[config.mk]
export PLATFORM = sky130hd
export DESIGN_NAME = ces_cmd_handler
export DESIGN_NICKNAME = d
export VERILOG_FILES = /design/src/ces_pkg.sv /design/src/ces_cmd_handler.sv
export SDC_FILE = /design/constraint.sdc
export NUM_CORES = 1
export LEC_CHECK = 0
export ABC_AREA = 1
export BUFFER_PORTS_ARGS = -buffer_cell sky130_fd_sc_hd__buf_2
export CORE_UTILIZATION = 35
export DETAILED_ROUTE_END_ITERATION = 12
export PLACE_DENSITY = 0.67
export SLEW_MARGIN = 25
export SYNTH_ARGS = -nofsm -noshare
export SYNTH_HDL_FRONTEND = slang
export SYNTH_SLANG_ARGS = --single-unit
[constraint.sdc]
create_clock -name I_CLK_SYS -period 2.5 [get_ports I_CLK_SYS]
set_clock_uncertainty 0.2 [all_clocks]
set_input_delay 0.125 -clock I_CLK_SYS [delete_from_list [all_inputs] [get_ports I_CLK_SYS]]
set_output_delay 0.125 -clock I_CLK_SYS [all_outputs]
set_load 0.1 [all_outputs]
[src/ces_pkg.sv]
// constants and types for the erase and application start command handler
// Functional notes
// - act on commands only with communication open
// - full erase clears flash, config bytes to FFh
// - block erase clears only selected region
// - erase frame: length 2, 00h, region select
// - protected block erase answers error, else acknowledge
// - full erase ignores security byte setting
// - full erase acknowledged with length-1 00h frame
// - start 03h 00h enables watchdog, then idles
// - start 03h 01h plus address jumps, no reset
// - no reply to any start command
// - error frame: error id, length 1, 00h
package ces_pkg;

  localparam logic [7:0]  CMD_ERASE      = 8'h00;
  localparam logic [7:0]  CMD_START      = 8'h03;
  localparam logic [7:0]  SEL_FULL_CHIP  = 8'hFF;
  localparam logic [7:0]  START_WATCHDOG = 8'h00;
  localparam logic [7:0]  START_JUMP     = 8'h01;
  localparam logic [7:0]  ACK_CODE       = 8'h00;
  localparam logic [7:0]  ERR_SECURITY   = 8'h00;
  localparam logic [7:0]  CFG_DEFAULT    = 8'hFF;
  localparam logic [3:0]  LEN_ERASE      = 4'h2;
  localparam logic [3:0]  LEN_START_WDT  = 4'h2;
  localparam logic [3:0]  LEN_START_JUMP = 4'h4;
  localparam logic [3:0]  LEN_REPLY      = 4'h1;
  localparam logic [15:0] FLASH_FIRST    = 16'h0000;
  localparam logic [15:0] FLASH_LAST     = 16'hFFFF;
  localparam logic [15:0] RST_ADDR       = 16'h0000;

  localparam int NUM_BLOCKS = 5;
  localparam logic [7:0]  BLK_SEL   [NUM_BLOCKS] = '{8'h00, 8'h20, 8'h40, 8'h80, 8'hC0};
  localparam logic [15:0] BLK_FIRST [NUM_BLOCKS] = '{16'h0000, 16'h2000, 16'h4000, 16'h8000, 16'hC000};
  localparam logic [15:0] BLK_LAST  [NUM_BLOCKS] = '{16'h1FFF, 16'h3FFF, 16'h7FFF, 16'hBFFF, 16'hFFFF};

  // received frame, already sorted by identifier in the can controller
  typedef struct packed {
    logic       write_cmd_frame_id;
    logic [3:0] len;
    logic [7:0] d0;
    logic [7:0] d1;
    logic [7:0] d2;
    logic [7:0] d3;
  } ces_rx_frame_t;

  // reply frame: error_frame_id when err is set, else write_cmd_frame_ident
  typedef struct packed {
    logic       error_frame_id;
    logic [3:0] len;
    logic [7:0] d0;
  } ces_tx_frame_t;

  typedef struct packed {
    logic [15:0] first;
    logic [15:0] last;
  } ces_range_t;

  // defaults loaded into the boot status, soft boot vector and security bytes
  typedef struct packed {
    logic [7:0] boot_status_byte;
    logic [7:0] soft_boot_vector;
    logic [7:0] software_security_byte;
  } ces_cfg_t;

  typedef enum logic [1:0] {ST_IDLE, ST_ERASE, ST_REPLY, ST_HALT} ces_state_t;

endpackage : ces_pkg

[src/ces_cmd_handler.sv]
// erase and application start command handler
`timescale 1ns/100ps
module ces_cmd_handler (
  // clock and reset
  input  wire logic                   I_CLK_SYS,
  input  wire logic                   I_RESET,
  // received frames
  input  wire logic                   I_RX_VALID,
  input  wire ces_pkg::ces_rx_frame_t I_RX_FRAME,
  // session and protection state
  input  wire logic                   I_COMM_OPEN,
  input  wire logic                   I_PROG_PROTECTED,
  // flash eraser
  output logic                        O_ERASE_REQ,
  output ces_pkg::ces_range_t         O_ERASE_RANGE,
  input  wire logic                   I_ERASE_DONE,
  // configuration byte defaults
  output logic                        O_CFG_WR,
  output ces_pkg::ces_cfg_t           O_CFG,
  // reply frames
  output logic                        O_TX_VALID,
  output ces_pkg::ces_tx_frame_t      O_TX_FRAME,
  input  wire logic                   I_TX_READY,
  // application start
  output logic                        O_WDT_ENABLE,
  output logic                        O_JUMP_VALID,
  output logic [15:0]                 O_JUMP_ADDR,
  // status
  output logic                        O_BUSY
);
  import ces_pkg::*;

  ces_state_t    state;
  ces_state_t    next_state;
  logic          next_erase_req;
  ces_range_t    next_erase_range;
  logic          full_erase;
  logic          next_full_erase;
  logic          next_cfg_wr;
  logic          next_tx_valid;
  ces_tx_frame_t next_tx_frame;
  logic          next_wdt_enable;
  logic          next_jump_valid;
  logic [15:0]   next_jump_addr;

  // frame decode
  wire logic take      = I_RX_VALID && (state == ST_IDLE) && I_COMM_OPEN
                         && I_RX_FRAME.write_cmd_frame_id;
  wire logic erase_cmd = take && (I_RX_FRAME.len == LEN_ERASE) && (I_RX_FRAME.d0 == CMD_ERASE);
  wire logic full_sel  = (I_RX_FRAME.d1 == SEL_FULL_CHIP);
  wire logic start_cmd = take && (I_RX_FRAME.d0 == CMD_START);
  wire logic wdt_cmd   = start_cmd && (I_RX_FRAME.len == LEN_START_WDT)
                         && (I_RX_FRAME.d1 == START_WATCHDOG);
  wire logic jump_cmd  = start_cmd && (I_RX_FRAME.len == LEN_START_JUMP)
                         && (I_RX_FRAME.d1 == START_JUMP);

  // region select per block
  logic [NUM_BLOCKS-1:0] blk_hit;
  ces_range_t            blk_range [NUM_BLOCKS];
  genvar gi;
  generate
    for (gi = 0; gi < NUM_BLOCKS; gi++) begin : g_blk
      assign blk_hit[gi]         = (I_RX_FRAME.d1 == BLK_SEL[gi]);
      assign blk_range[gi].first = blk_hit[gi] ? BLK_FIRST[gi] : RST_ADDR;
      assign blk_range[gi].last  = blk_hit[gi] ? BLK_LAST[gi]  : RST_ADDR;
    end
  endgenerate

  ces_range_t sel_range;
  always_comb begin
    sel_range = '{first: RST_ADDR, last: RST_ADDR};
    for (int i = 0; i < NUM_BLOCKS; i++) begin
      sel_range.first = sel_range.first | blk_range[i].first;
      sel_range.last  = sel_range.last  | blk_range[i].last;
    end
  end

  wire logic full_erase_cmd = erase_cmd && full_sel;
  wire logic blk_erase_cmd  = erase_cmd && !full_sel && (|blk_hit);
  wire logic [15:0] rx_addr = {I_RX_FRAME.d2, I_RX_FRAME.d3};

  wire ces_tx_frame_t ack_frame = '{error_frame_id: 1'b0, len: LEN_REPLY, d0: ACK_CODE};
  wire ces_tx_frame_t err_frame = '{error_frame_id: 1'b1, len: LEN_REPLY, d0: ERR_SECURITY};

  always_comb begin
    next_state       = state;
    next_erase_req   = O_ERASE_REQ;
    next_erase_range = O_ERASE_RANGE;
    next_full_erase  = full_erase;
    next_cfg_wr      = 1'b0;
    next_tx_valid    = O_TX_VALID;
    next_tx_frame    = O_TX_FRAME;
    next_wdt_enable  = O_WDT_ENABLE;
    next_jump_valid  = 1'b0;
    next_jump_addr   = O_JUMP_ADDR;
    unique case (state)
      ST_IDLE: begin
        if (full_erase_cmd) begin
          // security byte is not consulted here
          next_state       = ST_ERASE;
          next_erase_req   = 1'b1;
          next_erase_range = '{first: FLASH_FIRST, last: FLASH_LAST};
          next_full_erase  = 1'b1;
        end else if (blk_erase_cmd) begin
          if (I_PROG_PROTECTED) begin
            next_state    = ST_REPLY;
            next_tx_valid = 1'b1;
            next_tx_frame = err_frame;
          end else begin
            next_state       = ST_ERASE;
            next_erase_req   = 1'b1;
            next_erase_range = sel_range;
            next_full_erase  = 1'b0;
          end
        end else if (wdt_cmd) begin
          // wait here until the watchdog resets the device, nothing is sent
          next_state      = ST_HALT;
          next_wdt_enable = 1'b1;
        end else if (jump_cmd) begin
          next_jump_valid = 1'b1;
          next_jump_addr  = rx_addr;
        end
      end
      ST_ERASE: begin
        if (I_ERASE_DONE) begin
          next_erase_req = 1'b0;
          next_cfg_wr    = full_erase;
          next_state     = ST_REPLY;
          next_tx_valid  = 1'b1;
          next_tx_frame  = ack_frame;
        end
      end
      ST_REPLY: begin
        if (I_TX_READY) begin
          next_tx_valid = 1'b0;
          next_state    = ST_IDLE;
        end
      end
      ST_HALT: begin
        next_state = ST_HALT;
      end
    endcase
  end

  // sequencer state
  always_ff @(posedge I_CLK_SYS or posedge I_RESET) begin
    if (I_RESET) begin
      state <= ST_IDLE;
    end else begin
      state <= next_state;
    end
  end

  // erase request towards the flash eraser
  always_ff @(posedge I_CLK_SYS or posedge I_RESET) begin
    if (I_RESET) begin
      O_ERASE_REQ <= 1'b0;
    end else begin
      O_ERASE_REQ <= next_erase_req;
    end
  end

  // erase range, held while the request stands
  always_ff @(posedge I_CLK_SYS or posedge I_RESET) begin
    if (I_RESET) begin
      O_ERASE_RANGE <= '{first: RST_ADDR, last: RST_ADDR};
    end else begin
      O_ERASE_RANGE <= next_erase_range;
    end
  end

  // remembers whether the running erase covers the whole flash
  always_ff @(posedge I_CLK_SYS or posedge I_RESET) begin
    if (I_RESET) begin
      full_erase <= 1'b0;
    end else begin
      full_erase <= next_full_erase;
    end
  end

  // one-cycle load strobe for the configuration bytes
  always_ff @(posedge I_CLK_SYS or posedge I_RESET) begin
    if (I_RESET) begin
      O_CFG_WR <= 1'b0;
    end else begin
      O_CFG_WR <= next_cfg_wr;
    end
  end

  // reply valid, held until the transmitter takes it
  always_ff @(posedge I_CLK_SYS or posedge I_RESET) begin
    if (I_RESET) begin
      O_TX_VALID <= 1'b0;
    end else begin
      O_TX_VALID <= next_tx_valid;
    end
  end

  // reply frame contents
  always_ff @(posedge I_CLK_SYS or posedge I_RESET) begin
    if (I_RESET) begin
      O_TX_FRAME <= '{error_frame_id: 1'b0, len: '0, d0: '0};
    end else begin
      O_TX_FRAME <= next_tx_frame;
    end
  end

  // watchdog enable, sticky until the watchdog reset arrives
  always_ff @(posedge I_CLK_SYS or posedge I_RESET) begin
    if (I_RESET) begin
      O_WDT_ENABLE <= 1'b0;
    end else begin
      O_WDT_ENABLE <= next_wdt_enable;
    end
  end

  // jump strobe, one cycle per accepted jump start frame (none for the watchdog start)
  always_ff @(posedge I_CLK_SYS or posedge I_RESET) begin
    if (I_RESET) begin
      O_JUMP_VALID <= 1'b0;
    end else begin
      O_JUMP_VALID <= next_jump_valid;
    end
  end

  // last jump target
  always_ff @(posedge I_CLK_SYS or posedge I_RESET) begin
    if (I_RESET) begin
      O_JUMP_ADDR <= RST_ADDR;
    end else begin
      O_JUMP_ADDR <= next_jump_addr;
    end
  end

  // busy mirrors the next state so that it comes straight from a flop
  always_ff @(posedge I_CLK_SYS or posedge I_RESET) begin
    if (I_RESET) begin
      O_BUSY <= 1'b0;
    end else begin
      O_BUSY <= (next_state != ST_IDLE);
    end
  end

  // defaults are constant; written every cycle, not only together with O_CFG_WR
  always_ff @(posedge I_CLK_SYS or posedge I_RESET) begin
    if (I_RESET) begin
      O_CFG <= '{CFG_DEFAULT, CFG_DEFAULT, CFG_DEFAULT};
    end else begin
      O_CFG <= '{CFG_DEFAULT, CFG_DEFAULT, CFG_DEFAULT};
    end
  end

endmodule : ces_cmd_handler

# --- After elaboration in Yosys (flattened, before gate mapping) ---
# Cells that the tools add are included.
totals:
  reg_bits: 70
  input_bits: 44
  out_inout_bits: 91
  wordCells: 117
classes:
  eq_ne: 20
  muxes: 45
  bitwise_logic: 10
  n_reduce_logical: 28
ops:
  columns: ["op", "n"]
  rows:
  - ["2-to-1 mux 32 bit", 3]
  - ["2-to-1 mux 13 bit", 5]
  - ["2-to-1 mux 16 bit", 4]
  - ["OR 15 x 16 -> 16 bit", 2]
  - ["OR 16 bit", 2]
  - ["2-to-1 mux 15 bit", 2]
  - ["OR 14 x 15 -> 15 bit", 2]
  - ["2-to-1 mux 14 bit", 2]
  - ["case mux 13 bit (2 select lines)", 1]
  - ["equality test 8 bit, second input constant", 3]
  - ["2-to-1 mux 1 bit", 19]
  - ["zero test 8 bit", 2]
  - ["OR 13 x 14 -> 14 bit", 1]
  - ["logical AND 1 bit", 13]
  - ["2-to-1 mux 2 bit", 6]
  - ["!= test 2 bit, second input constant", 5]
  - ["AND reduction 5 bit", 2]
  - ["equality test 8 x 1 -> 1 bit, second input constant", 1]
  - ["equality test 8 x 2 -> 1 bit, second input constant", 1]
  - ["equality test 8 x 6 -> 1 bit, second input constant", 1]
  - ["equality test 8 x 7 -> 1 bit, second input constant", 1]
  - ["case mux 2 bit (4 select lines)", 1]
  - ["AND reduction 4 bit", 2]
  - ["!= test 3 bit, second input constant", 2]
  - ["15 further kinds", 20]

# --- Longest topological paths before layout ---
# Gate-level depths: netlist of run 1.
logic_depth:
  depth_word: 12
  ltp_mapped: 12
  mapped_depth_nobuf: 11

# --- Worst setup path before layout of run 1 ---
# OpenSTA, ideal clock, no wires.
synth_timing:
  kind: "register to output"
  start: "register O_ERASE_RANGE[12] (netlist name)"
  end: "output O_ERASE_RANGE[10] in the netlist's numbering"
  arrival_ps: 1517
  required_ps: 2175
  setup_slack_ps: 658
  stages_incl_launch_ff: 2
  path_buffers: 1
  cell_sequence: "dfrtp_1 > buf_4"
synth_rtl:
  columns: ["item", "line", "text"]
  rows:
  - ["end, declared", "ces_cmd_handler.sv:15", "output ces_pkg::ces_range_t O_ERASE_RANGE,"]

# --- Worst setup path after layout of run 1 ---
layout_timing:
  start: "register state[0]"
  end: "register O_JUMP_ADDR[14]"
layout_via:
  elab_chain_cells: 10
  elab_cells_between_ends: 18
  classes_between: "bitwise: 3; reduce/logical: 15"
layout_rtl:
  columns: ["item", "line", "text"]
  rows:
  - ["start, declared", "ces_cmd_handler.sv:33", "ces_state_t state;"]
  - ["start signal, assigned", "ces_cmd_handler.sv:150", "state <= next_state;"]
  - ["zero test 2 bit (*)", "ces_cmd_handler.sv:47, ces_cmd_handler.sv:96", null]
  - ["logical AND 1 bit (2 in a row)", "ces_cmd_handler.sv:47", "wire logic take = I_RX_VALID && (state == ST_IDLE) && I_COMM_OPEN"]
  - ["logical AND 1 bit", "ces_cmd_handler.sv:48", "&& I_RX_FRAME.write_cmd_frame_id;"]
  - ["logical AND 1 bit (2 in a row)", "ces_cmd_handler.sv:49", "wire logic erase_cmd = take && (I_RX_FRAME.len == LEN_ERASE) && (I_RX_FRAME.d0 == CMD_ERASE);"]
  - ["logical AND 1 bit (2 in a row)", "ces_cmd_handler.sv:79", "wire logic blk_erase_cmd = erase_cmd && !full_sel && (|blk_hit);"]
  - ["inverter 1 bit (no line)", null, null]
  - ["AND reduction 5 bit (no line) (*)", null, null]
  - ["end signal, assigned", "ces_cmd_handler.sv:231", "O_JUMP_ADDR <= next_jump_addr;"]
  - ["end, declared", "ces_cmd_handler.sv:27", "output logic [15:0] O_JUMP_ADDR,"]
# Every way passes the cells marked *; elsewhere a longest branch is shown, timed or not.
# A chain may end at the register's enable or synchronous reset.

==> run summary, run 1 <==
The flow ran to the end, and the final reports show no timing, DRC or antenna violations. The data arrival time of the worst path came out at between 1.5 and 2 ns. The layout net count is about 420. The first global-routing pass estimated between 6 and 7 mm of wire.

Setup repair after global routing left no endpoint under its margin. The unique cell type count in the Yosys netlist is 29. In this run the remaining antenna-violating nets after routing total 0.

The final max-slew violation count is 0. The last weighted congestion value of the routability-driven placer came out at 0.803. The power density over cell area is between 500 and 600 nW/um^2. The count of final hold-check violations is 0.

The die is roughly 80 um tall. The clock buffer count from CTS is 5. The number of standard-cell rows in the floorplan is 28. The clock-pin slew reported for the worst setup and hold paths after clock tree synthesis is 0.07 ns. The synthesized cell area came out at between 2000 and 2500 sq um. The area enclosed by the die boundary is 6630 sq um. At the pin with the least slew margin, the transition time is around 0.67 ns. The initial utilization of the core area, before any placement, comes to 36.9%. Tracing the worst setup path back leads to its startpoint at state[0]. The critical path is of the reg -> reg type.

The ratio of routed vias to standard cells is between 4 and 5. The mean routed wirelength per cell came out at between 9 and 10 um. The final count of negative-setup-slack endpoints is 0. The via count of the first global-routing pass is between 1000 and 1500. In the routed design, unresolved DRC markers number 0.

The pin count of the biggest net entering global routing came out at 19. The worst setup path is launched from a flop. The cell sitting at the root of the clock tree is a clkbuf_8. The fraction of the cycle the final worst path needs came out at 74.1%. The number of antenna violations at the first check in global routing was 0. The clock latency on the worst-skew pair came out at 0.28 ns. Summed over all layers, the routed wires come to 4.46 mm. The final total negative setup slack is 0 ns. The number of port buffers is between 80 and 90. The peak clock frequency supported by timing came out at between 500 and 600 MHz.

The highest fanout seen on the critical path came out at 17. The register bit count reported by yosys came out at 34. STA classifies the critical path endpoint as a flop. The cell area after layout came out at about 2800 sq um.

The sequential fraction of the synthesis area came out at 38.5%. During synthesis, Yosys emitted a total of 0 warnings. The total congestion overflow after global routing came out at 0.

The deepest clock path buffer count came out at 2. between 100 and 150 I/O pins were placed. In this run, post-CTS hold repair placed 18 buffers.

The diode insertion count for antenna repair came out at 0. The worst hold path class is in -> reg. The number of buffers inserted to repair setup after CTS came out at 0.

The CTS sink count came out at 34. Across the run, the number of max-cap violations was 0. Of the cells placed in the final design, the portion with a size suffix greater than 1 is 34.5%.

The data required time of the critical path is 2.51 ns. The total routing usage reported by global routing is a little over an eighth. After synthesis, the cell types taking the most area are dfrtp_1, buf_4, nand2_1. The post-detailed-placement cell area came out at 2440 sq um. The slack of the worst reg-to-reg path is around 0.65 ns. The mean instance size in the synthesized netlist came out at 7.95 sq um.

The final critical-path required period is 1.85 ns. The endpoint identified for the worst register-to-register timing path is O_JUMP_ADDR[14]. The start of the worst register-to-register path is state[0]. The maximum vdd drop came out at ~0.30 mV. The synthesized design spends more area on one cell type than any other, namely dfrtp_1. The TritonCTS clock tree is yes. The width of the die is 81.5 um. The H-tree depth reported by CTS is 2. The routed via count came out at between 1500 and 2000. Synthesis handed over a netlist of between 200 and 300 instances. The iteration count of the initial detailed-routing pass came out at 4.

The worst reg2reg path depth is 8. The leakage power came out at 1.70 nW. The count of instances resized after the clock tree is built came out at 0. The region available for standard cell placement spans between 5000 and 6000 sq um.

Following the worst setup path forward leads to its endpoint at O_JUMP_ADDR[14]. After legalization and detailed placement, the total HPWL measured ~3.5 mm. The total power draw is ~1.6 mW. The worst pin sits at a relative slew slack of 55.5%.

Relative to the synthesized area, the layout overhead comes to 24.9%. The first routing iteration left between 80 and 90 violations. The proportion of netlist area held by the largest area contributor came out at roughly two fifths.
==> critical path, stage by stage (launching register included) <==
cell,delay (ns)
dfrtp_1,0.45
nor2_4,0.17
nand3_1,0.10
nor2_2,0.14
and2_4,0.18
nand2_4,0.14
clkinv_2,0.24
nand2_1,0.08
nand2_1,0.07
==> placed cells by master (no fill, tap or decap), drive strengths merged <==
cell type / synthesis / layout
nand3: 20 / 20
conb: 2 / 48
nor4: 1 / 1
nor2: 26 / 26
and2: 1 / 1
o21ai: 6 / 6
inv: 18 / 18
bufinv: 0 / 2
nand2: 94 / 94
nor3b: 1 / 1
clkinv: 1 / 1
clkbuf: 0 / 6
nand4: 5 / 5
o31ai: 1 / 1
and3: 1 / 1
or2: 2 / 2
a21oi: 1 / 1
buf: 63 / 87
o22ai: 1 / 1
dlygate4sd3: 0 / 18
dfrtp: 34 / 34
==> cells in the mapped netlist (all sizes together) <==
library cell / number
dfrtp: 34
and2: 1
nand3: 20
o22ai: 1
o31ai: 1
clkinv: 1
nor3b: 1
and3: 1
inv: 18
nand4: 5
conb: 2
nor4: 1
o21ai: 6
buf: 63
nand2: 94
a21oi: 1
or2: 2
nor2: 26
==> worst min path at each step <==
stage                  startpoint              to  slack (ns)  cells past startpoint
floorplan           I_RX_FRAME[0]  O_JUMP_ADDR[0]        0.03                      2
global placement          I_RESET        O_CFG_WR        0.05                      2
detailed placement        I_RESET        O_CFG_WR        0.05                      2
CTS                    I_TX_READY        state[1]       0.004                      4
global route         I_ERASE_DONE        O_CFG_WR        0.05                      4
finish                 I_TX_READY        state[1]        0.02                      4
==> metal layers <==
| metal | routed length [um] | global-route usage, % | up-vias |
|---|---|---|---|
| met2 | 2190 | 20.9 | 69 |
| met5 | 0 | 0 | - |
| met3 | 301 | 3.44 | 5 |
| met1 | 1930 | 17.1 | 828 |
| met4 | 31 | 4.11 | 0 |
| li1 | - | - | 940 |
==> sequential cells by signal, indices dropped and copies added (netlist names) <==
name and cells:
O_ERASE_REQ 1, O_WDT_ENABLE 1, O_TX_VALID 1, O_JUMP_ADDR 16
O_ERASE_RANGE 7, state 2, O_CFG_WR 1, full_erase 1
O_TX_FRAME 2, O_BUSY 1, O_JUMP_VALID 1
==> report_power, final <==
group          internal, mW  switching [mW]  total [mW]
Combinational        0.0539           0.376       0.430
Sequential            0.552        0.000872       0.553
Clock                 0.425           0.188       0.613
Total                  1.03           0.565        1.60
==> final cells by class <==
cell class | instances | area (sq um)
Tap cell | 75 | 93.8
Sequential cell | 34 | 851
Fill cell | 625 | 3230
Clock buffer | 6 | 82.6
Timing Repair Buffer | 105 | 618
Multi-Input combinational cell | 208 | 981
Clock inverter | 2 | 60.1
Inverter | 19 | 72.6
==> per-stage QoR <==
| step | utilization (%) | setup WS, ns | hold slack (ns) | std cells |
|---|---|---|---|---|
| 2_1_floorplan | - | 0.658 | 0.0346 | 324 |
| 5_1_grt | 46.1 | 0.514 | 0.0506 | 449 |
| 6_report | 46.1 | 0.647 | 0.0165 | 449 |
| 4_1_cts | 46.1 | 0.621 | 0.00382 | 449 |
| 3_3_place_gp | 40.7 | 0.689 | 0.0480 | 423 |
| 3_5_place_dp | 40.7 | 0.651 | 0.0548 | 423 |
==> logic make-up after synthesis <==
group	synth area share, %
buffers and inverters	24.9
AND/OR/NAND/NOR	33.4
flip-flops	38.5
other	0.340
AO/OA/AOI/OAI	2.89
(Power assumes the default switching activity.)
==> run 2: changes to the inputs <==
PLACE_DENSITY = 0.7   (was 0.67)
clock period = 1.5 ns   (was 2.5 ns; I/O delays follow)
==> run summary, run 2 (synthesized netlist as in run 1, its figures left out) <==
The fraction of layout instances using a drive strength above 1 is 44.9% (was 34.5%). The worst hold path class is in -> reg (unchanged). Commonest non-fill, non-tap cells in the layout: buf_2, nand2_1, conb_1, dfrtp_1, nand2_2 (was buf_2, nand2_1, conb_1, dfrtp_1, dlygate4sd3_1). The violation count after the first detailed-routing iteration is 55 (was 85). RSZ-0062 raised after global routing: yes (was no). The delay contributed by the slowest stage of the critical path is 0.41 ns (was 0.45 ns). The H-tree depth reported by CTS is 2 (unchanged). The maximum vdd drop was 0.402 mV (was 0.302 mV). The number of max-cap violations is 0 (unchanged).

The ratio of routed vias to standard cells came to 4.19 (was 4.10). The number of port buffers came to 86 (unchanged). The clock buffer count from CTS is 5 (unchanged). The count of final hold-check violations came out at 0 (unchanged). The post-placement setup slack was -0.187 ns (was 0.651 ns). The number of buffers inserted to repair setup after CTS came out at 0 (unchanged).

The area of the multi-input gates is 1120 sq um (was 981 sq um). The DRC violations left is 0 (unchanged). The reg-to-reg critical path endpoint is O_JUMP_ADDR[11] (was O_JUMP_ADDR[14]). The deepest clock path buffer count is 2 (unchanged).

Largest registers ranked by flip-flop count: O_JUMP_ADDR: 16 flops, O_ERASE_RANGE: 7 flops (unchanged). The total stage count of the critical path is 8 (unchanged). The number of buffer and inverter instances along the worst setup path was 1 (unchanged). The y dimension of the die was 81.5 um (unchanged). The total routing usage reported by global routing came to 14.9% (was 13.1%). The final critical-path required period is 1.66 ns (was 1.85 ns). The clock latency on the worst-skew pair came out at 0.29 ns (was 0.28 ns). The most common cell after layout, fill and taps aside is buf_2 (unchanged). The flip-flop count of the largest register, all copies and words added came to 16 (unchanged). The post-detailed-placement cell area is 2580 sq um (was 2440 sq um).

The critical path start-end classification was reg -> reg (unchanged). The I/O pin count came to 135 (unchanged). The final count of negative-setup-slack endpoints was 31 (was 0). The start of the worst register-to-register path is state[1] (was state[0]).

The kind of cell adding the most delay to the critical path is simple AND/OR/NAND/NOR gates (unchanged). The total congestion overflow after global routing came out at 0 (unchanged). The leakage power came out at 1.80 nW (was 1.70 nW). Result of the run: finished, violations left (was finished clean). Series of cell instances along the critical path: nor2_4, nand3_2, nor2_4, and2_4, nand2_8, buf_6, nand2_2, nand2_1 (was nor2_4, nand3_1, nor2_2, and2_4, nand2_4, clkinv_2, nand2_1, nand2_1). The slack of the worst reg-to-reg path came to -0.16 ns (was 0.65 ns).

The area enclosed by the die boundary came out at 6630 sq um (unchanged). The peak clock frequency supported by timing came out at 603 MHz (was 540 MHz). The terminating pin of the worst hold path is O_WDT_ENABLE (was state[1]). The worst reg2reg path depth was 8 (unchanged). The data required time of the critical path is 1.47 ns (was 2.51 ns).

The final max-slew violation count is 0 (unchanged). The highest fanout seen on the critical path is 6 (was 17). The cell seen most often among critical-path stages is nor2_4 (was nand2_1). The pin count of the biggest net entering global routing is 35 (was 19). The critical path launch point type is a flop (unchanged). The clock-pin slew reported for the worst setup and hold paths after clock tree synthesis was 0.08 ns (was 0.07 ns). The cell area after layout came to 3100 sq um (was 2760 sq um).

The number of inserted filler cells in the final layout is 585 (was 625). The width of the die came out at 81.5 um (unchanged). The number of cells on the worst hold path was 5 (was 4).

The diode insertion count for antenna repair is 0 (unchanged). The data arrival time of the worst path came out at 1.63 ns (was 1.86 ns). The power density over cell area came out at 758 nW/um^2 (was 578 nW/um^2). The final wirelength is 4.86 mm (was 4.46 mm). The endpoint type of the worst setup path is a flop (unchanged). The layout net count is 442 (was 417). The fraction of the cycle the final worst path needs came to 111% (was 74.1%). The wire length of the first global-routing pass came out at 7.55 mm (was 6.62 mm). The TritonCTS clock tree was yes (unchanged). The critical path's slowest cell is dfrtp_1 (unchanged). The total half-perimeter wirelength after legalization and detailed placement came to 3.44 mm (was 3.47 mm). The area growth from synthesis to layout is 40.5% (was 24.9%).

The core area came out at 5990 sq um (unchanged). The CTS sink count came to 34 (unchanged). The routed via count is 1988 (was 1842).

The library cell used as clock root buffer is clkbuf_8 (unchanged). The last weighted congestion value of the routability-driven placer is 0.834 (was 0.803). The launch instance of the worst min-delay path was I_RX_FRAME[36] (was I_TX_READY). The iteration count of the initial detailed-routing pass is 4 (unchanged). The sequential cell area is 852 sq um (was 851 sq um). The mean routed wirelength per cell was 10.2 um (was 9.93 um). The number of antenna violations at the first check in global routing came out at 0 (unchanged).

The initial core utilization was 36.9% (unchanged). The register containing the most flip-flops in the final layout is O_JUMP_ADDR (unchanged). The number of standard-cell rows in the floorplan is 28 (unchanged). The checks that failed: setup timing. The post-route antenna net violation count was 0 (unchanged). The via count of the first global-routing pass came out at 1731 (was 1489).

The setup slack after layout came out at -0.160 ns (was 0.647 ns).
==> run 2: cell count changes in the layout (fill, tap and decap cells not counted), moves of 13 or more <==
cell | before | now
clkbuf_4 | 0 | 13
buf_2 | 86 | 73
buf_4 | 1 | 15
nand2_2 | 9 | 30
nand2_1 | 84 | 61
==> run 2: area by class of cell <==
type / instances / area share, %
clock buffer: 7 / 2.78
clock inverter: 1 / 0.161
inverter: 19 / 2.70
multi-input combinational: 209 / 36.1
sequential: 34 / 27.4
tap: 75 / 3.02
timing repair buffer: 129 / 27.8
==> run 2: layer usage <==
| metal | part of all wire [%] | GRT usage (%) |
|---|---|---|
| met4 | 0.33 | 3.75 |
| met2 | 51 | 25.6 |
| met1 | 42 | 18.5 |
| met3 | 6.1 | 3.67 |
| met5 | 0 | 0 |
==> run 2: how the worst max path moves through the flow <==
| stage | from | endpoint | slack [ns] |
|---|---|---|---|
| after floorplan | state[1] | O_ERASE_RANGE[31] | -0.14 |
| after global placement | state[1] | O_ERASE_RANGE[15] | -0.14 |
| after detailed placement | state[1] | O_ERASE_RANGE[15] | -0.19 |
| after CTS | state[0] | O_JUMP_ADDR[8] | -0.15 |
| after global routing | state[1] | O_ERASE_RANGE[14] | -0.25 |
| final | state[1] | O_JUMP_ADDR[11] | -0.16 |
==> run 2: where the power goes <==
part           leakage (nW)  internal [mW]  switching [mW]
sequential            0.459          0.919         0.00155
combinational          1.30          0.105           0.636
clock                0.0482          0.370           0.322
==> run 2: worst min-delay path, cell delays in order <==
cell and delay, ns:
buf_2 0.12, nand3_4 0.11, nor2_4 0.04, nand4_1 0.09
nand2_1 0.06
==> run 2: metrics by stage <==
| step | power [mW] | setup TNS, ns | utilization, % | instances | hold slack [ns] |
|---|---|---|---|---|---|
| 3_5_place_dp | 1.63 | -3.88 | 43.0 | 441 | 0.00591 |
| 4_1_cts | 2.37 | -3.79 | 49.9 | 474 | 0.0255 |
| 2_1_floorplan | 1.63 | -1.78 | - | 324 | -0.0154 |
| 5_1_grt | 2.45 | -6.45 | 51.8 | 474 | 0.0610 |
| 6_report | 2.35 | -3.81 | 51.8 | 474 | 0.0485 |
| 3_3_place_gp | 1.62 | -2.87 | 43.0 | 441 | -0.00392 |
==> run 2: what timing repair did <==
action / 4_1_cts / 5_1_grt
resized for setup: 21 / 38
gates cloned: 2 / 0
hold buffers: 23 / 0
pin swaps: 17 / 9
endpoints found under the hold margin: 57 / 0
setup endpoints to repair: 32 / 45
==> run 3: changes to the inputs <==
PLACE_DENSITY = 0.67   (was 0.7)
clock period = 1.94 ns   (was 1.5 ns; I/O delays follow)
==> run summary, run 3 (synthesized netlist as in run 1, its figures left out) <==
The count of final hold-check violations was 0 (unchanged). The library cell used as clock root buffer is clkbuf_8 (unchanged). The area growth from synthesis to layout came out at 24.9% (was 40.5%). The tightest hold margin is 0.0213 ns (was 0.0485 ns).

The I/O pin count came to 135 (unchanged). The mean routed wirelength per cell is 9.86 um (was 10.2 um). The total routing usage reported by global routing came out at 13.4% (was 14.9%).

The final count of negative-setup-slack endpoints came to 0 (was 31). The power density over cell area came out at 650 nW/um^2 (was 758 nW/um^2). The clock latency on the worst-skew pair is 0.27 ns (was 0.29 ns). The last weighted congestion value of the routability-driven placer came out at 0.818 (was 0.834). The width of the die came out at 81.5 um (unchanged). The routed via count is 1859 (was 1988). The diode insertion count for antenna repair is 0 (unchanged). The most common cell after layout, fill and taps aside is buf_2 (unchanged). The post-placement setup slack is 0.0924 ns (was -0.187 ns). The cell area after layout was 2760 sq um (was 3100 sq um).

The y dimension of the die came out at 81.5 um (unchanged). The deepest clock path buffer count is 2 (unchanged). The worst hold path class is in -> reg (unchanged). The number of port buffers is 86 (unchanged). RSZ-0062 raised after global routing: no (was yes).

Result of the run: finished clean (was finished, violations left). The total congestion overflow after global routing came out at 0 (unchanged). The clock buffer count from CTS came out at 5 (unchanged). The data arrival time of the worst path came out at 1.77 ns (was 1.63 ns).

The CTS sink count came to 34 (unchanged). The critical path's slowest cell was dlygate4sd3_1 (was dfrtp_1). The non-filler instance count after layout was 453 (was 474). The final critical-path required period came out at about 1.8 ns. The final core area utilization came out at 46.1% (was 51.8%). The flip-flop count of the largest register, all copies and words added came out at 16 (unchanged). The data required time of the critical path came out at 1.95 ns (was 1.47 ns). Largest registers ranked by flip-flop count: O_JUMP_ADDR: 16 flops, O_ERASE_RANGE: 7 flops (unchanged). The number of buffers inserted to repair setup after CTS was 0 (unchanged).

The critical path start-end classification is in -> reg (was reg -> reg). The pin count of the biggest net entering global routing is 35 (unchanged). Series of cell instances along the critical path: dlygate4sd3_1, buf_2, nor2_4, nand2_2, nor4_4, nand2_4, inv_8, nand2_1, nand2_1 (was nor2_4, nand3_2, nor2_4, and2_4, nand2_8, buf_6, nand2_2, nand2_1).

The H-tree depth reported by CTS came out at 2 (unchanged). The via count of the first global-routing pass came to 1611 (was 1731). The DRC violations left came out at 0 (unchanged). The ratio of routed vias to standard cells came out at 4.10 (was 4.19). The area enclosed by the die boundary is 6630 sq um (unchanged). The initial core utilization is 36.9% (unchanged). The core area came out at 5990 sq um (unchanged).

The final wirelength was 4.47 mm (was 4.86 mm). The fraction of layout instances using a drive strength above 1 is 33.9% (was 44.9%). The total instance count after detailed placement came out at 423 (was 441). The violation count after the first detailed-routing iteration came out at 101 (was 55). The number of standard-cell rows in the floorplan is 28 (unchanged). The delay contributed by the slowest stage of the critical path is 0.52 ns (was 0.41 ns). The leakage power came out at 1.70 nW (was 1.80 nW). The number of max-cap violations is 0 (unchanged). The post-route antenna net violation count came out at 0 (unchanged).

The layout net count came out at 421 (was 442). The register containing the most flip-flops in the final layout is O_JUMP_ADDR (unchanged). The clock-pin slew reported for the worst setup and hold paths after clock tree synthesis came out at 0.06 ns (was 0.08 ns). The peak clock frequency supported by timing is 567 MHz.

The final total negative setup slack came out at 0 ns (was -3.81 ns). The number of antenna violations at the first check in global routing came out at 0 (unchanged). The total half-perimeter wirelength after legalization and detailed placement came out at 3.36 mm (was 3.44 mm).

The final max-slew violation count is 0 (unchanged). The post-detailed-placement cell area came out at 2440 sq um (was 2580 sq um). The fraction of the cycle the final worst path needs is between 90% and 100%. The highest fanout seen on the critical path is 17 (was 6). The number of inserted filler cells in the final layout is 618 (was 585). The setup slack after layout is 0.176 ns (was -0.160 ns). The endpoint type of the worst setup path is a flop (unchanged). The iteration count of the initial detailed-routing pass came out at 4 (unchanged). The cell seen most often among critical-path stages was nand2_1 (was nor2_4). The total power draw came to 1.79 mW (was 2.35 mW).

The TritonCTS clock tree is yes (unchanged). The wire length of the first global-routing pass is 6.93 mm (was 7.55 mm). The maximum vdd drop came out at 0.349 mV (was 0.402 mV). Commonest non-fill, non-tap cells in the layout: buf_2, nand2_1, conb_1, dfrtp_1, dlygate4sd3_1 (was buf_2, nand2_1, conb_1, dfrtp_1, nand2_2). The critical path launch point type is an input pin (was flop).
[run 3: layout make-up]
class / instances / area [sq um] / area share [%]
multi-input cells: 208 / 986 / 35.7
flip-flops and latches: 34 / 851 / 30.8
repair buffers: 109 / 658 / 23.9
well taps: 75 / 93.8 / 3.40
clock buffers: 7 / 86.3 / 3.13
inverters: 19 / 78.8 / 2.86
clock inverters: 1 / 5.00 / 0.181
[run 3: timing repair]
item                       in CTS  in global routing
setup endpoints to repair       0                 22
hold endpoints to repair       56                  0
hold buffers                   22                  0
resized for setup               0                  4
[run 3: metal layers]
metal  wire length, um  vias to the layer above  GRT usage (%)
met5                 0                        -              0
met4                 0                        0           2.68
met3               269                        0           3.11
met2              2180                       68           22.3
met1              2020                      839           17.7
li1                  -                      952              -
[run 3: critical path: cells and delay by family]
family | cells | cell delay [ns]
buffers and inverters | 3 | 0.85
AND/OR/NAND/NOR | 6 | 0.81
[run 3: final timing paths]
path	startpoint	endpoint	slack (ns)	cells after the start
max	I_RX_FRAME[23]	O_JUMP_ADDR[14]	0.18	9
min	I_RX_FRAME[22]	O_ERASE_RANGE[30]	0.02	3
max reg2reg	state[0]	O_JUMP_ADDR[14]	0.18	8
min reg2reg	O_TX_VALID	O_TX_VALID	0.27	2
max in group asynchronous	I_RESET	O_JUMP_ADDR[1]	0.98	4
min in group asynchronous	I_RESET	O_TX_VALID	0.26	4
[run 3: where the power goes]
part	internal (mW)	total (mW)	switching, mW
clock	0.286	0.522	0.236
combinational	0.0736	0.559	0.486
sequential	0.711	0.712	0.00103
total	1.07	1.79	0.722
